### src/rtl/rsd_defs.svh
// Register offsets, field positions, reset values and timing figures of the rail sequencer
`ifndef RSD_DEFS_SVH
`define RSD_DEFS_SVH

`define RSD_OFS_PWRUP4 8'h09
`define RSD_OFS_PWRDN1 8'h0A
`define RSD_OFS_PWRDN2 8'h0B
`define RSD_OFS_PWRDN3 8'h0C
`define RSD_OFS_PWRDN4 8'h0D

`define RSD_WAIT_MSB 4
`define RSD_WAIT_LSB 0
`define RSD_WAIT_RESET 5'h00
`define RSD_RDATA_RESET 8'h00

`define RSD_CLK_HZ 50000000
`define RSD_STEP_SHORT_MS 1
`define RSD_STEP_LONG_MS 2
`define RSD_STEP_SHORT_CYC ((`RSD_CLK_HZ / 1000) * `RSD_STEP_SHORT_MS)

`endif

### src/rtl/rsd_pkg.sv
// Types shared by the rail sequencer and its users
`default_nettype none

package rsd_pkg;

  typedef enum logic [1:0] {
    RSD_OFF = 2'b00,
    RSD_WAIT_ON = 2'b01,
    RSD_ON = 2'b10,
    RSD_WAIT_OFF = 2'b11
  } rsd_phase_t;

  typedef struct packed {
    logic [7:0] addr;
    logic wr;
    logic rd;
    logic [7:0] wdata;
  } rsd_reg_req_t;

  typedef struct packed {
    logic [3:0] rail_reg_on;
    logic [3:0] rail_gpi_on;
  } rsd_rail_en_t;

  typedef struct packed {
    logic [4:0] second_rail_powerup_wait;
    logic [4:0] third_rail_powerup_wait;
  } rsd_ext_wait_t;

endpackage

`default_nettype wire

### src/rtl/rsd_top.sv
// Power-up and power-down delay registers and per-rail sequencing of four outputs
//
// Notes on behaviour
// Offset 0x09 bits 4:0 hold fourth rail power-up wait; upper bits zero, reset zero.
// Offset 0x0A bits 4:0 hold first rail power-down wait, 0 to 31 steps.
// Offset 0x0B bits 4:0 hold second rail power-down wait, reset zero.
// Offset 0x0C bits 4:0 hold third rail power-down wait, reset zero.
// Offset 0x0D bits 4:0 hold fourth rail power-down wait; zero turns off at once.
// One select bit picks a 1 ms or 2 ms step for every wait.
// A rail is on when its register enable or its input enable is set.
// Global enable rise starts power-up waits; its fall starts power-down waits.
`timescale 1ns/100ps
`default_nettype none
`include "rsd_defs.svh"

module rsd_top
  import rsd_pkg::*;
#(
  parameter int unsigned STEP_CYC = `RSD_STEP_SHORT_CYC,
  parameter int unsigned CW = 22
) (
  input wire logic clk_i,
  input wire logic rstn_i,
  input wire rsd_reg_req_t req_i,
  input wire logic wait_unit_select_i,
  input wire logic en_pin_i,
  input wire logic global_turn_on_i,
  input wire rsd_rail_en_t rail_en_i,
  input wire rsd_ext_wait_t ext_wait_i,
  output logic [7:0] reg_rdata_o,
  output logic [3:0] rail_on_o
);

  function automatic logic hit(input rsd_reg_req_t r, input logic [7:0] ofs);
    hit = r.wr && (r.addr == ofs);
  endfunction

  logic [4:0] fourth_rail_powerup_wait_r;
  logic [4:0] pwrdn_wait_r [4];
  logic glob_r;
  logic glob;
  logic rise;
  logic fall;
  logic [CW-1:0] pre_cnt_r;
  logic [CW-1:0] step_cyc;
  logic tick;
  logic [4:0] pwrup_code [4];
  logic [3:0] seq_on;
  rsd_phase_t phase_r [4];

  // Register writes
  always_ff @(posedge clk_i) begin
    if (!rstn_i) begin
      fourth_rail_powerup_wait_r <= `RSD_WAIT_RESET;
    end else if (hit(req_i, `RSD_OFS_PWRUP4)) begin
      fourth_rail_powerup_wait_r <= req_i.wdata[`RSD_WAIT_MSB:`RSD_WAIT_LSB];
    end
  end

  always_ff @(posedge clk_i) begin
    if (!rstn_i) begin
      pwrdn_wait_r[0] <= `RSD_WAIT_RESET;
      pwrdn_wait_r[1] <= `RSD_WAIT_RESET;
      pwrdn_wait_r[2] <= `RSD_WAIT_RESET;
      pwrdn_wait_r[3] <= `RSD_WAIT_RESET;
    end else begin
      if (hit(req_i, `RSD_OFS_PWRDN1)) begin
        pwrdn_wait_r[0] <= req_i.wdata[`RSD_WAIT_MSB:`RSD_WAIT_LSB];
      end
      if (hit(req_i, `RSD_OFS_PWRDN2)) begin
        pwrdn_wait_r[1] <= req_i.wdata[`RSD_WAIT_MSB:`RSD_WAIT_LSB];
      end
      if (hit(req_i, `RSD_OFS_PWRDN3)) begin
        pwrdn_wait_r[2] <= req_i.wdata[`RSD_WAIT_MSB:`RSD_WAIT_LSB];
      end
      if (hit(req_i, `RSD_OFS_PWRDN4)) begin
        pwrdn_wait_r[3] <= req_i.wdata[`RSD_WAIT_MSB:`RSD_WAIT_LSB];
      end
    end
  end

  // Read data; reserved bits and unmapped offsets read zero
  always_ff @(posedge clk_i) begin
    if (!rstn_i) begin
      reg_rdata_o <= `RSD_RDATA_RESET;
    end else if (req_i.rd) begin
      unique case (req_i.addr)
        `RSD_OFS_PWRUP4: reg_rdata_o <= {3'h0, fourth_rail_powerup_wait_r};
        `RSD_OFS_PWRDN1: reg_rdata_o <= {3'h0, pwrdn_wait_r[0]};
        `RSD_OFS_PWRDN2: reg_rdata_o <= {3'h0, pwrdn_wait_r[1]};
        `RSD_OFS_PWRDN3: reg_rdata_o <= {3'h0, pwrdn_wait_r[2]};
        `RSD_OFS_PWRDN4: reg_rdata_o <= {3'h0, pwrdn_wait_r[3]};
        default: reg_rdata_o <= `RSD_RDATA_RESET;
      endcase
    end
  end

  // Global enable edges
  assign glob = en_pin_i | global_turn_on_i;
  assign rise = glob & ~glob_r;
  assign fall = ~glob & glob_r;

  always_ff @(posedge clk_i) begin
    if (!rstn_i) begin
      glob_r <= 1'b0;
    end else begin
      glob_r <= glob;
    end
  end

  // Shared step prescaler, restarted on each edge so the first step is whole
  assign step_cyc = wait_unit_select_i ? CW'(STEP_CYC * `RSD_STEP_LONG_MS)
                                       : CW'(STEP_CYC * `RSD_STEP_SHORT_MS);
  assign tick = (pre_cnt_r >= step_cyc - CW'(1));

  always_ff @(posedge clk_i) begin
    if (!rstn_i) begin
      pre_cnt_r <= '0;
    end else if (rise || fall || tick) begin
      pre_cnt_r <= '0;
    end else begin
      pre_cnt_r <= pre_cnt_r + CW'(1);
    end
  end

  // First rail has no power-up wait of its own
  assign pwrup_code[0] = 5'h00;
  assign pwrup_code[1] = ext_wait_i.second_rail_powerup_wait;
  assign pwrup_code[2] = ext_wait_i.third_rail_powerup_wait;
  assign pwrup_code[3] = fourth_rail_powerup_wait_r;

  generate
    for (genvar g = 0; g < 4; g++) begin : g_rail
      logic [4:0] steps_r;

      always_ff @(posedge clk_i) begin
        if (!rstn_i) begin
          phase_r[g] <= RSD_OFF;
          steps_r <= 5'h00;
        end else if (rise) begin
          steps_r <= pwrup_code[g];
          phase_r[g] <= (pwrup_code[g] == 5'h00) ? RSD_ON : RSD_WAIT_ON;
        end else if (fall) begin
          steps_r <= pwrdn_wait_r[g];
          phase_r[g] <= (pwrdn_wait_r[g] == 5'h00) ? RSD_OFF : RSD_WAIT_OFF;
        end else if (tick) begin
          unique case (phase_r[g])
            RSD_WAIT_ON: begin
              steps_r <= steps_r - 5'h01;
              if (steps_r == 5'h01) begin
                phase_r[g] <= RSD_ON;
              end
            end
            RSD_WAIT_OFF: begin
              steps_r <= steps_r - 5'h01;
              if (steps_r == 5'h01) begin
                phase_r[g] <= RSD_OFF;
              end
            end
            RSD_OFF, RSD_ON: begin
              steps_r <= steps_r;
            end
          endcase
        end
      end

      // Rail keeps running through its power-down wait
      assign seq_on[g] = (phase_r[g] == RSD_ON) || (phase_r[g] == RSD_WAIT_OFF);
    end
  endgenerate

  always_ff @(posedge clk_i) begin
    if (!rstn_i) begin
      rail_on_o <= 4'h0;
    end else begin
      rail_on_o <= seq_on | rail_en_i.rail_reg_on | rail_en_i.rail_gpi_on;
    end
  end
endmodule

`default_nettype wire

### config.mk
export PLATFORM = sky130hd
export DESIGN_NAME = rsd_top
export DESIGN_NICKNAME = d
export VERILOG_FILES = /design/src/rtl/rsd_pkg.sv /design/src/rtl/rsd_top.sv
export VERILOG_INCLUDE_DIRS = /design/src /design/src/rtl
export SDC_FILE = /design/constraint.sdc
export NUM_CORES = 1
export LEC_CHECK = 0
export BUFFER_PORTS_ARGS = -buffer_cell sky130_fd_sc_hd__clkbuf_2
export CAP_MARGIN = 20
export CORE_UTILIZATION = 40
export CTS_BUF_LIST = sky130_fd_sc_hd__clkbuf_16
export DETAILED_ROUTE_END_ITERATION = 6
export MAX_ROUTING_LAYER = met4
export PLACE_DENSITY = 0.65
export SLEW_MARGIN = 20
export SYNTH_ARGS = -nofsm -noshare
export SYNTH_HDL_FRONTEND = slang
export SYNTH_SLANG_ARGS = --single-unit
export TNS_END_PERCENT = 10
### constraint.sdc
create_clock -name clk_i -period 3.2 [get_ports clk_i]
set_input_delay 0.64 -clock clk_i [delete_from_list [all_inputs] [get_ports clk_i]]
set_output_delay 0.64 -clock clk_i [all_outputs]
set_load 0.01 [all_outputs]
==> results of run 1 <==
-- state kept, by name, indices dropped and copies added (netlist names) --
signal / count
rail_on_o: 4
g_rail.steps_r: 20
glob_r: 1
fourth_rail_powerup_wait_r: 5
pre_cnt_r: 22
pwrdn_wait_r: 20
reg_rdata_o: 5
phase_r: 8
-- layer usage --
| metal | part of all wire | up-vias | wire length [um] |
|---|---|---|---|
| met4 | 0.013 | 0 | 137 |
| met2 | 0.50 | 70 | 5280 |
| met1 | 0.46 | 1758 | 4900 |
| li1 | - | 1849 | - |
| met5 | 0 | - | 0 |
| met3 | 0.032 | 10 | 344 |
-- worst max-delay path, cell delays in order --
cell	delay, ns
clkbuf_2	0.13
inv_1	0.10
ha_1	0.33
a211oi_1	0.28
o31ai_2	0.16
o21ai_4	0.24
nand2_1	0.22
a311o_1	0.44
-- per-stage QoR --
step,util,instance area [sq um]
2_1_floorplan,-,4590
4_1_cts,0.472,5180
3_3_place_gp,0.449,4930
3_5_place_dp,0.449,4930
6_report,0.472,5180
5_1_grt,0.472,5180
-- power groups by stage --
stage	registers, uW	clock network, uW	logic [uW]
after global placement	1270	0	371
after floorplan	1250	0	285
final	1240	913	384
after detailed placement	1270	0	384
after global routing	1250	972	437
after CTS	1240	935	386
-- final cells by class --
cell class / count / area [sq um] / share of cell area
inverters: 20 / 75.1 / 0.0145
well taps: 140 / 175 / 0.0338
flip-flops and latches: 85 / 1980 / 0.382
clock inverters: 6 / 25.0 / 0.00483
clock buffers: 9 / 225 / 0.0434
repair buffers: 51 / 268 / 0.0516
multi-input cells: 375 / 2430 / 0.470
-- layout by cell type (no fill, tap or decap), types with 12 or more instances in the layout --
cell type,synthesis,layout
mux2i_1,23,23
edfxtp_1,28,28
dfxtp_1,57,57
a21oi_1,26,26
inv_1,19,21
nand3_1,13,13
ha_1,19,19
nand2_1,38,38
and2_1,21,21
xor2_1,18,18
nor2_1,73,73
o21ai_0,33,33
clkbuf_2,0,46
and3_1,12,12
-- worst paths after layout --
path	end	depth (start not counted)	slack, ns	start
hold / removal	pre_cnt_r[0]$_SDFF_PP0_	1	0.47	pre_cnt_r[0]$_SDFF_PP0_
hold reg to reg	pre_cnt_r[0]$_SDFF_PP0_	1	0.47	pre_cnt_r[0]$_SDFF_PP0_
setup / recovery	phase_r[2][1]$_SDFFCE_PP0P_	8	0.76	wait_unit_select_i
setup reg to reg	phase_r[2][1]$_SDFFCE_PP0P_	6	0.92	pre_cnt_r[7]$_SDFF_PP0_
-- cell families (layout without fill, tap and decap cells) --
kind of cell | after synthesis | after routing | synth area share
compound gates | 95 | 95 | 0.143
flops | 85 | 85 | 0.434
simple gates | 200 | 200 | 0.220
xor+xnor | 27 | 27 | 0.0518
mux | 27 | 27 | 0.0603
other cells | 1 | 7 | 0.000822
buf+inv | 40 | 86 | 0.0373
fa+ha+maj | 19 | 19 | 0.0521
==> results.ini, run 1 <==
[logic_synthesis]
most_used_flip_flop_cell_after_synthesis=dfxtp_1
ys.warnings.count=0
postSynthCellCount=494
synth_commonest_cells=73 x nor2_1, 57 x dfxtp_1, 38 x nand2_1, 33 x o21ai_0, 28 x edfxtp_1
postSynth.asyncResetShare=0
synth_area_leader_cell=dfxtp_1
top_count_cell_post_synth=nor2_1
count_of_flip_flops_with_a_built_in_enable_after_synthesis=28
ys_ff_latch=85
netlist_top_cells_area=dfxtp_1 25%, edfxtp_1 18%, nor2_1 6.0%
synthDistinctLibCells=55
syn_avg_cell_area_sq_um=9.24
synth.top_cell.area_share=0.250
synth_seq_area_share=0.434
mappedNetlistArea_sq_um=4560

[floorplanning]
dieWidth_um=109
placementRows=38
dieArea_sq_um=11800
floorplan.initialDensity=0.416
design.portCount=53
floorplan.core_area_sq_um=11000
die_height_um=109

[routing]
total_wire_length_um=10700
viasPerCell=5.37
vias=3687
avgRoutedWirePerCell_um=15.6
detailedRoute.firstIterationViolations=238
drt.antenna.violating_nets=0
first_pass_iters=5
drt_drc_violations_left=0

[layout]
instances_no_fill=686
fill_cells=1075
finalNetCount=602
share_of_layout_cells_above_drive_strength_1=0.150
layout_stage_area_growth_over_the_synthesis_result_pct=13.6
n_antenna_cell=0

[pwr]
vdd_drop_max_mv=0.294
power_per_cell_area_nw_per_um2=490
p_comb_frac=0.151
power.sequential.fraction=0.490
internal_power_uw=1860
switching_power_uw=683
p_sw_frac=0.268
leakage_uw=0.00214
total_power_uw=2540
power.share.clock=0.359

[min_path]
holdCritPathClass=flip-flop to flip-flop

[global_route]
gr-usage-met1=0.237
grt.total_usage=0.202
grt_pass1_vias=3593
initial_antenna_violation_count=0
grtUsageMet2=0.342
use_met3=0.0478
layer_with_the_highest_usage_after_global_routing=met2
grt_first_pass_wirelength_um=17600
grt_start_max_net_pins=29
total_global_routing_overflow=0

[timing]
hold_ws_ns=0.468
timing_hold_violations_final=0
final-setup-viol-count=0
finalCritPeriodShare=0.763
timing.setup.tns_ns=0
fmaxAchievable_mhz=409
layout_min_cycle_time_ns=2.44
tightestPinTransition_ns=0.700
fin_skew_ns=0.00593
grt_setup_unrepaired=no
post-route-worst-setup-slack_ns=0.757
final_max_slew_viol_count=0
max-slew-margin-rel=0.528

[placement]
portBuffers=46
place_hpwl_um=7910
globalplace.congestion=0.855
placed_cells=671
post-place-ws_ns=0.415

[clocking]
ctsResizeCount=0
cts_buffer_depth=2
clkLatencyLatePin_ns=0.34
cts_buffers=9
cts.repair_timing.setup_buffer_count=0
cts.hold.buffers_added=0
cts.htree.levels=3
cts_tree=done
clock_transition_at_the_registers_of_the_reported_paths_ns=0.06
clock-sinks=85
clk_root_buffer_cell=clkbuf_16

[flow_run]
drv.max_cap_violation_count=0

[setup_path]
timing.critical_path.to_type=flip-flop
cp_launch_type=primary input
cp_data_required_time_ns=3.29
critical_path_class=primary input to flip-flop
highest_net_fanout_along_the_worst_path=8
critical_path_arrival_ns=2.54

[outcome]
status=finished, final reports clean

No activity file was read; power rests on OpenSTA's default activity.
==> run 2: changes to the inputs <==
--- a/config.mk
+++ b/config.mk
@@ -12,7 +12,7 @@
 export CTS_BUF_LIST = sky130_fd_sc_hd__clkbuf_16
 export DETAILED_ROUTE_END_ITERATION = 6
 export MAX_ROUTING_LAYER = met4
-export PLACE_DENSITY = 0.65
+export PLACE_DENSITY = 0.67
 export SLEW_MARGIN = 20
 export SYNTH_ARGS = -nofsm -noshare
 export SYNTH_HDL_FRONTEND = slang
==> constraint.sdc (replaced) <==
create_clock -name clk_i -period 1.95 [get_ports clk_i]
set_input_delay 0.39 -clock clk_i [delete_from_list [all_inputs] [get_ports clk_i]]
set_output_delay 0.39 -clock clk_i [all_outputs]
set_load 0.01 [all_outputs]
==> results.ini, run 2 (same netlist as run 1, synthesis figures left out) <==
[timing]
grt_setup_unrepaired=yes
timing_hold_violations_final=0
fmaxAchievable_mhz=501
max-slew-margin-rel=0.621
layout_min_cycle_time_ns=1.99
final-setup-viol-count=1
finalCritPeriodShare=1.02
final_max_slew_viol_count=0
fin_skew_ns=0.00576
tightestPinTransition_ns=0.568
hold_ws_ns=0.252
post-route-worst-setup-slack_ns=-0.0446

[layout]
top_regs=pre_cnt_r x22, g_rail.steps_r x20, pwrdn_wait_r x20
max_reg_flops=22
share_of_layout_cells_above_drive_strength_1=0.247
n_antenna_cell=0
fill_cells=989
layout_stage_area_growth_over_the_synthesis_result_pct=23.8
largest-register=pre_cnt_r
layout.cell_area.non_filler_sq_um=5650
layout_common_cells=71 x nor2_1, 52 x dfxtp_1, 46 x clkbuf_2, 40 x buf_4, 36 x nand2_1
layout.cells.most_common=nor2_1
finalNetCount=641

[clocking]
clock-sinks=85
cts_tree=done
cts.hold.buffers_added=0
clock_transition_at_the_registers_of_the_reported_paths_ns=0.06
clkLatencyLatePin_ns=0.34
cts_buffers=9
cts.htree.levels=3
cts_buffer_depth=2
clk_root_buffer_cell=clkbuf_16

[floorplanning]
dieArea_sq_um=11800
design.portCount=53
placementRows=38
floorplan.core_area_sq_um=11000
floorplan.initialDensity=0.416
dieWidth_um=109
die_height_um=109

[global_route]
initial_antenna_violation_count=0
total_global_routing_overflow=0
grt_start_max_net_pins=21
grt.total_usage=0.206
grt_pass1_vias=3648
grt_first_pass_wirelength_um=17800

[setup_path]
cp_data_required_time_ns=2.18
critical_path_arrival_ns=2.23
timing.critical_path.to_type=flip-flop
max_stage_delay_ns=0.34
critical_path_class=primary input to flip-flop
cp_launch_type=primary input
path_cells=clkbuf_2, inv_2, buf_4, ha_1, nand3_1, and3_1, buf_4, a21oi_1, o22ai_1, a41o_1
cp_num_buf_inv=4
crit_top_cell=buf_4
highest_net_fanout_along_the_worst_path=4
crit_slowest_cell=a21oi_1
worst_path_dominant_cell_family=compound AO/OA/AOI/OAI gates

[placement]
post-place-ws_ns=-0.355
portBuffers=46
placed_cell_area_sq_um=5230
place_hpwl_um=8260
globalplace.congestion=0.891

[routing]
drt_drc_violations_left=0
drt.antenna.violating_nets=0
first_pass_iters=4
vias=3951
avgRoutedWirePerCell_um=15.8
viasPerCell=5.44
detailedRoute.firstIterationViolations=265
total_wire_length_um=11500

[outcome]
status=finished with violations
failed_checks=negative setup slack

[min_path]
holdCritPathClass=primary input to flip-flop

[pwr]
leakage_uw=0.00234
vdd_drop_max_mv=0.636
power_per_cell_area_nw_per_um2=790
total_power_uw=4460

[flow_run]
drv.max_cap_violation_count=0

==> run 2: changes by cell type in the layout (fill, tap and decap cells not counted), sizes merged <==
cell / delta
buf: +37
clkinvlp: +3
inv: -2
bufinv: +1
clkinv: -1
nand3: +1
o211ai: +1
==> run 2: path summary, 6_finish.rpt <==
kind	start	endpoint	slack [ns]	depth (start not counted)
setup / recovery	wait_unit_select_i	g_rail[0].steps_r[4]$_SDFFE_PP0P_	-0.04	10
hold / removal	rail_en_i[0]	rail_on_o[0]$_SDFF_PN0_	0.25	3
setup reg to reg	pre_cnt_r[4]$_SDFF_PP0_	g_rail[0].steps_r[4]$_SDFFE_PP0P_	0.01	8
hold reg to reg	reg_rdata_o[1]$_SDFFE_PN0P_	reg_rdata_o[1]$_SDFFE_PN0P_	0.51	2
==> run 2: repair_timing <==
action | in CTS | in global routing
gates resized for setup | 4 | 17
pin swaps | 8 | 11
endpoints found under the hold margin | 0 | 0
buffers inserted | 1 | 0
setup endpoints to repair | 17 | 53
cloned | 0 | 2
==> run 2: where the power goes <==
group / total, uW / internal [uW] / switching [uW]
Combinational: 688 / 309 / 379
Clock: 1730 / 996 / 732
Sequential: 2050 / 1940 / 103
Total: 4460 / 3250 / 1210
==> run 2: worst reg2reg max path: stages (launching register included) <==
cell,delay [ns]
dfxtp_2,0.32
ha_1,0.27
nand4_1,0.12
a211oi_2,0.20
buf_4,0.17
o21ai_4,0.08
a21oi_1,0.33
o22ai_1,0.14
a41o_1,0.22
==> run 2: layout make-up <==
type                    count  area (sq um)  area share
flip-flops and latches     85          1990       0.352
clock inverters             7          75.1      0.0133
clock buffers               9           225      0.0399
repair buffers             88           562      0.0994
multi-input cells         377          2550       0.451
well taps                 140           175      0.0310
inverters                  20          75.1      0.0133
==> run 2: routing by layer <==
metal  part of all wire  routed length (um)  global-route usage  up-vias
li1                   -                   -                   -     1925
met1               0.46                5340               0.266     1880
met2               0.47                5380               0.323      131
met3              0.054                 624              0.0430       15
met4              0.014                 161              0.0618        0
met5                  0                   0                   -        -
==> run 2: through the flow <==
| step | utilization | cells | TNS (ns) |
|---|---|---|---|
| after floorplan | - | 500 | -0.189 |
| final | 0.514 | 726 | -0.0446 |
| after detailed placement | 0.476 | 707 | -14.02 |
| after global placement | 0.476 | 707 | -12.33 |
| after global routing | 0.514 | 726 | -0.805 |
| after CTS | 0.506 | 724 | -0.0800 |
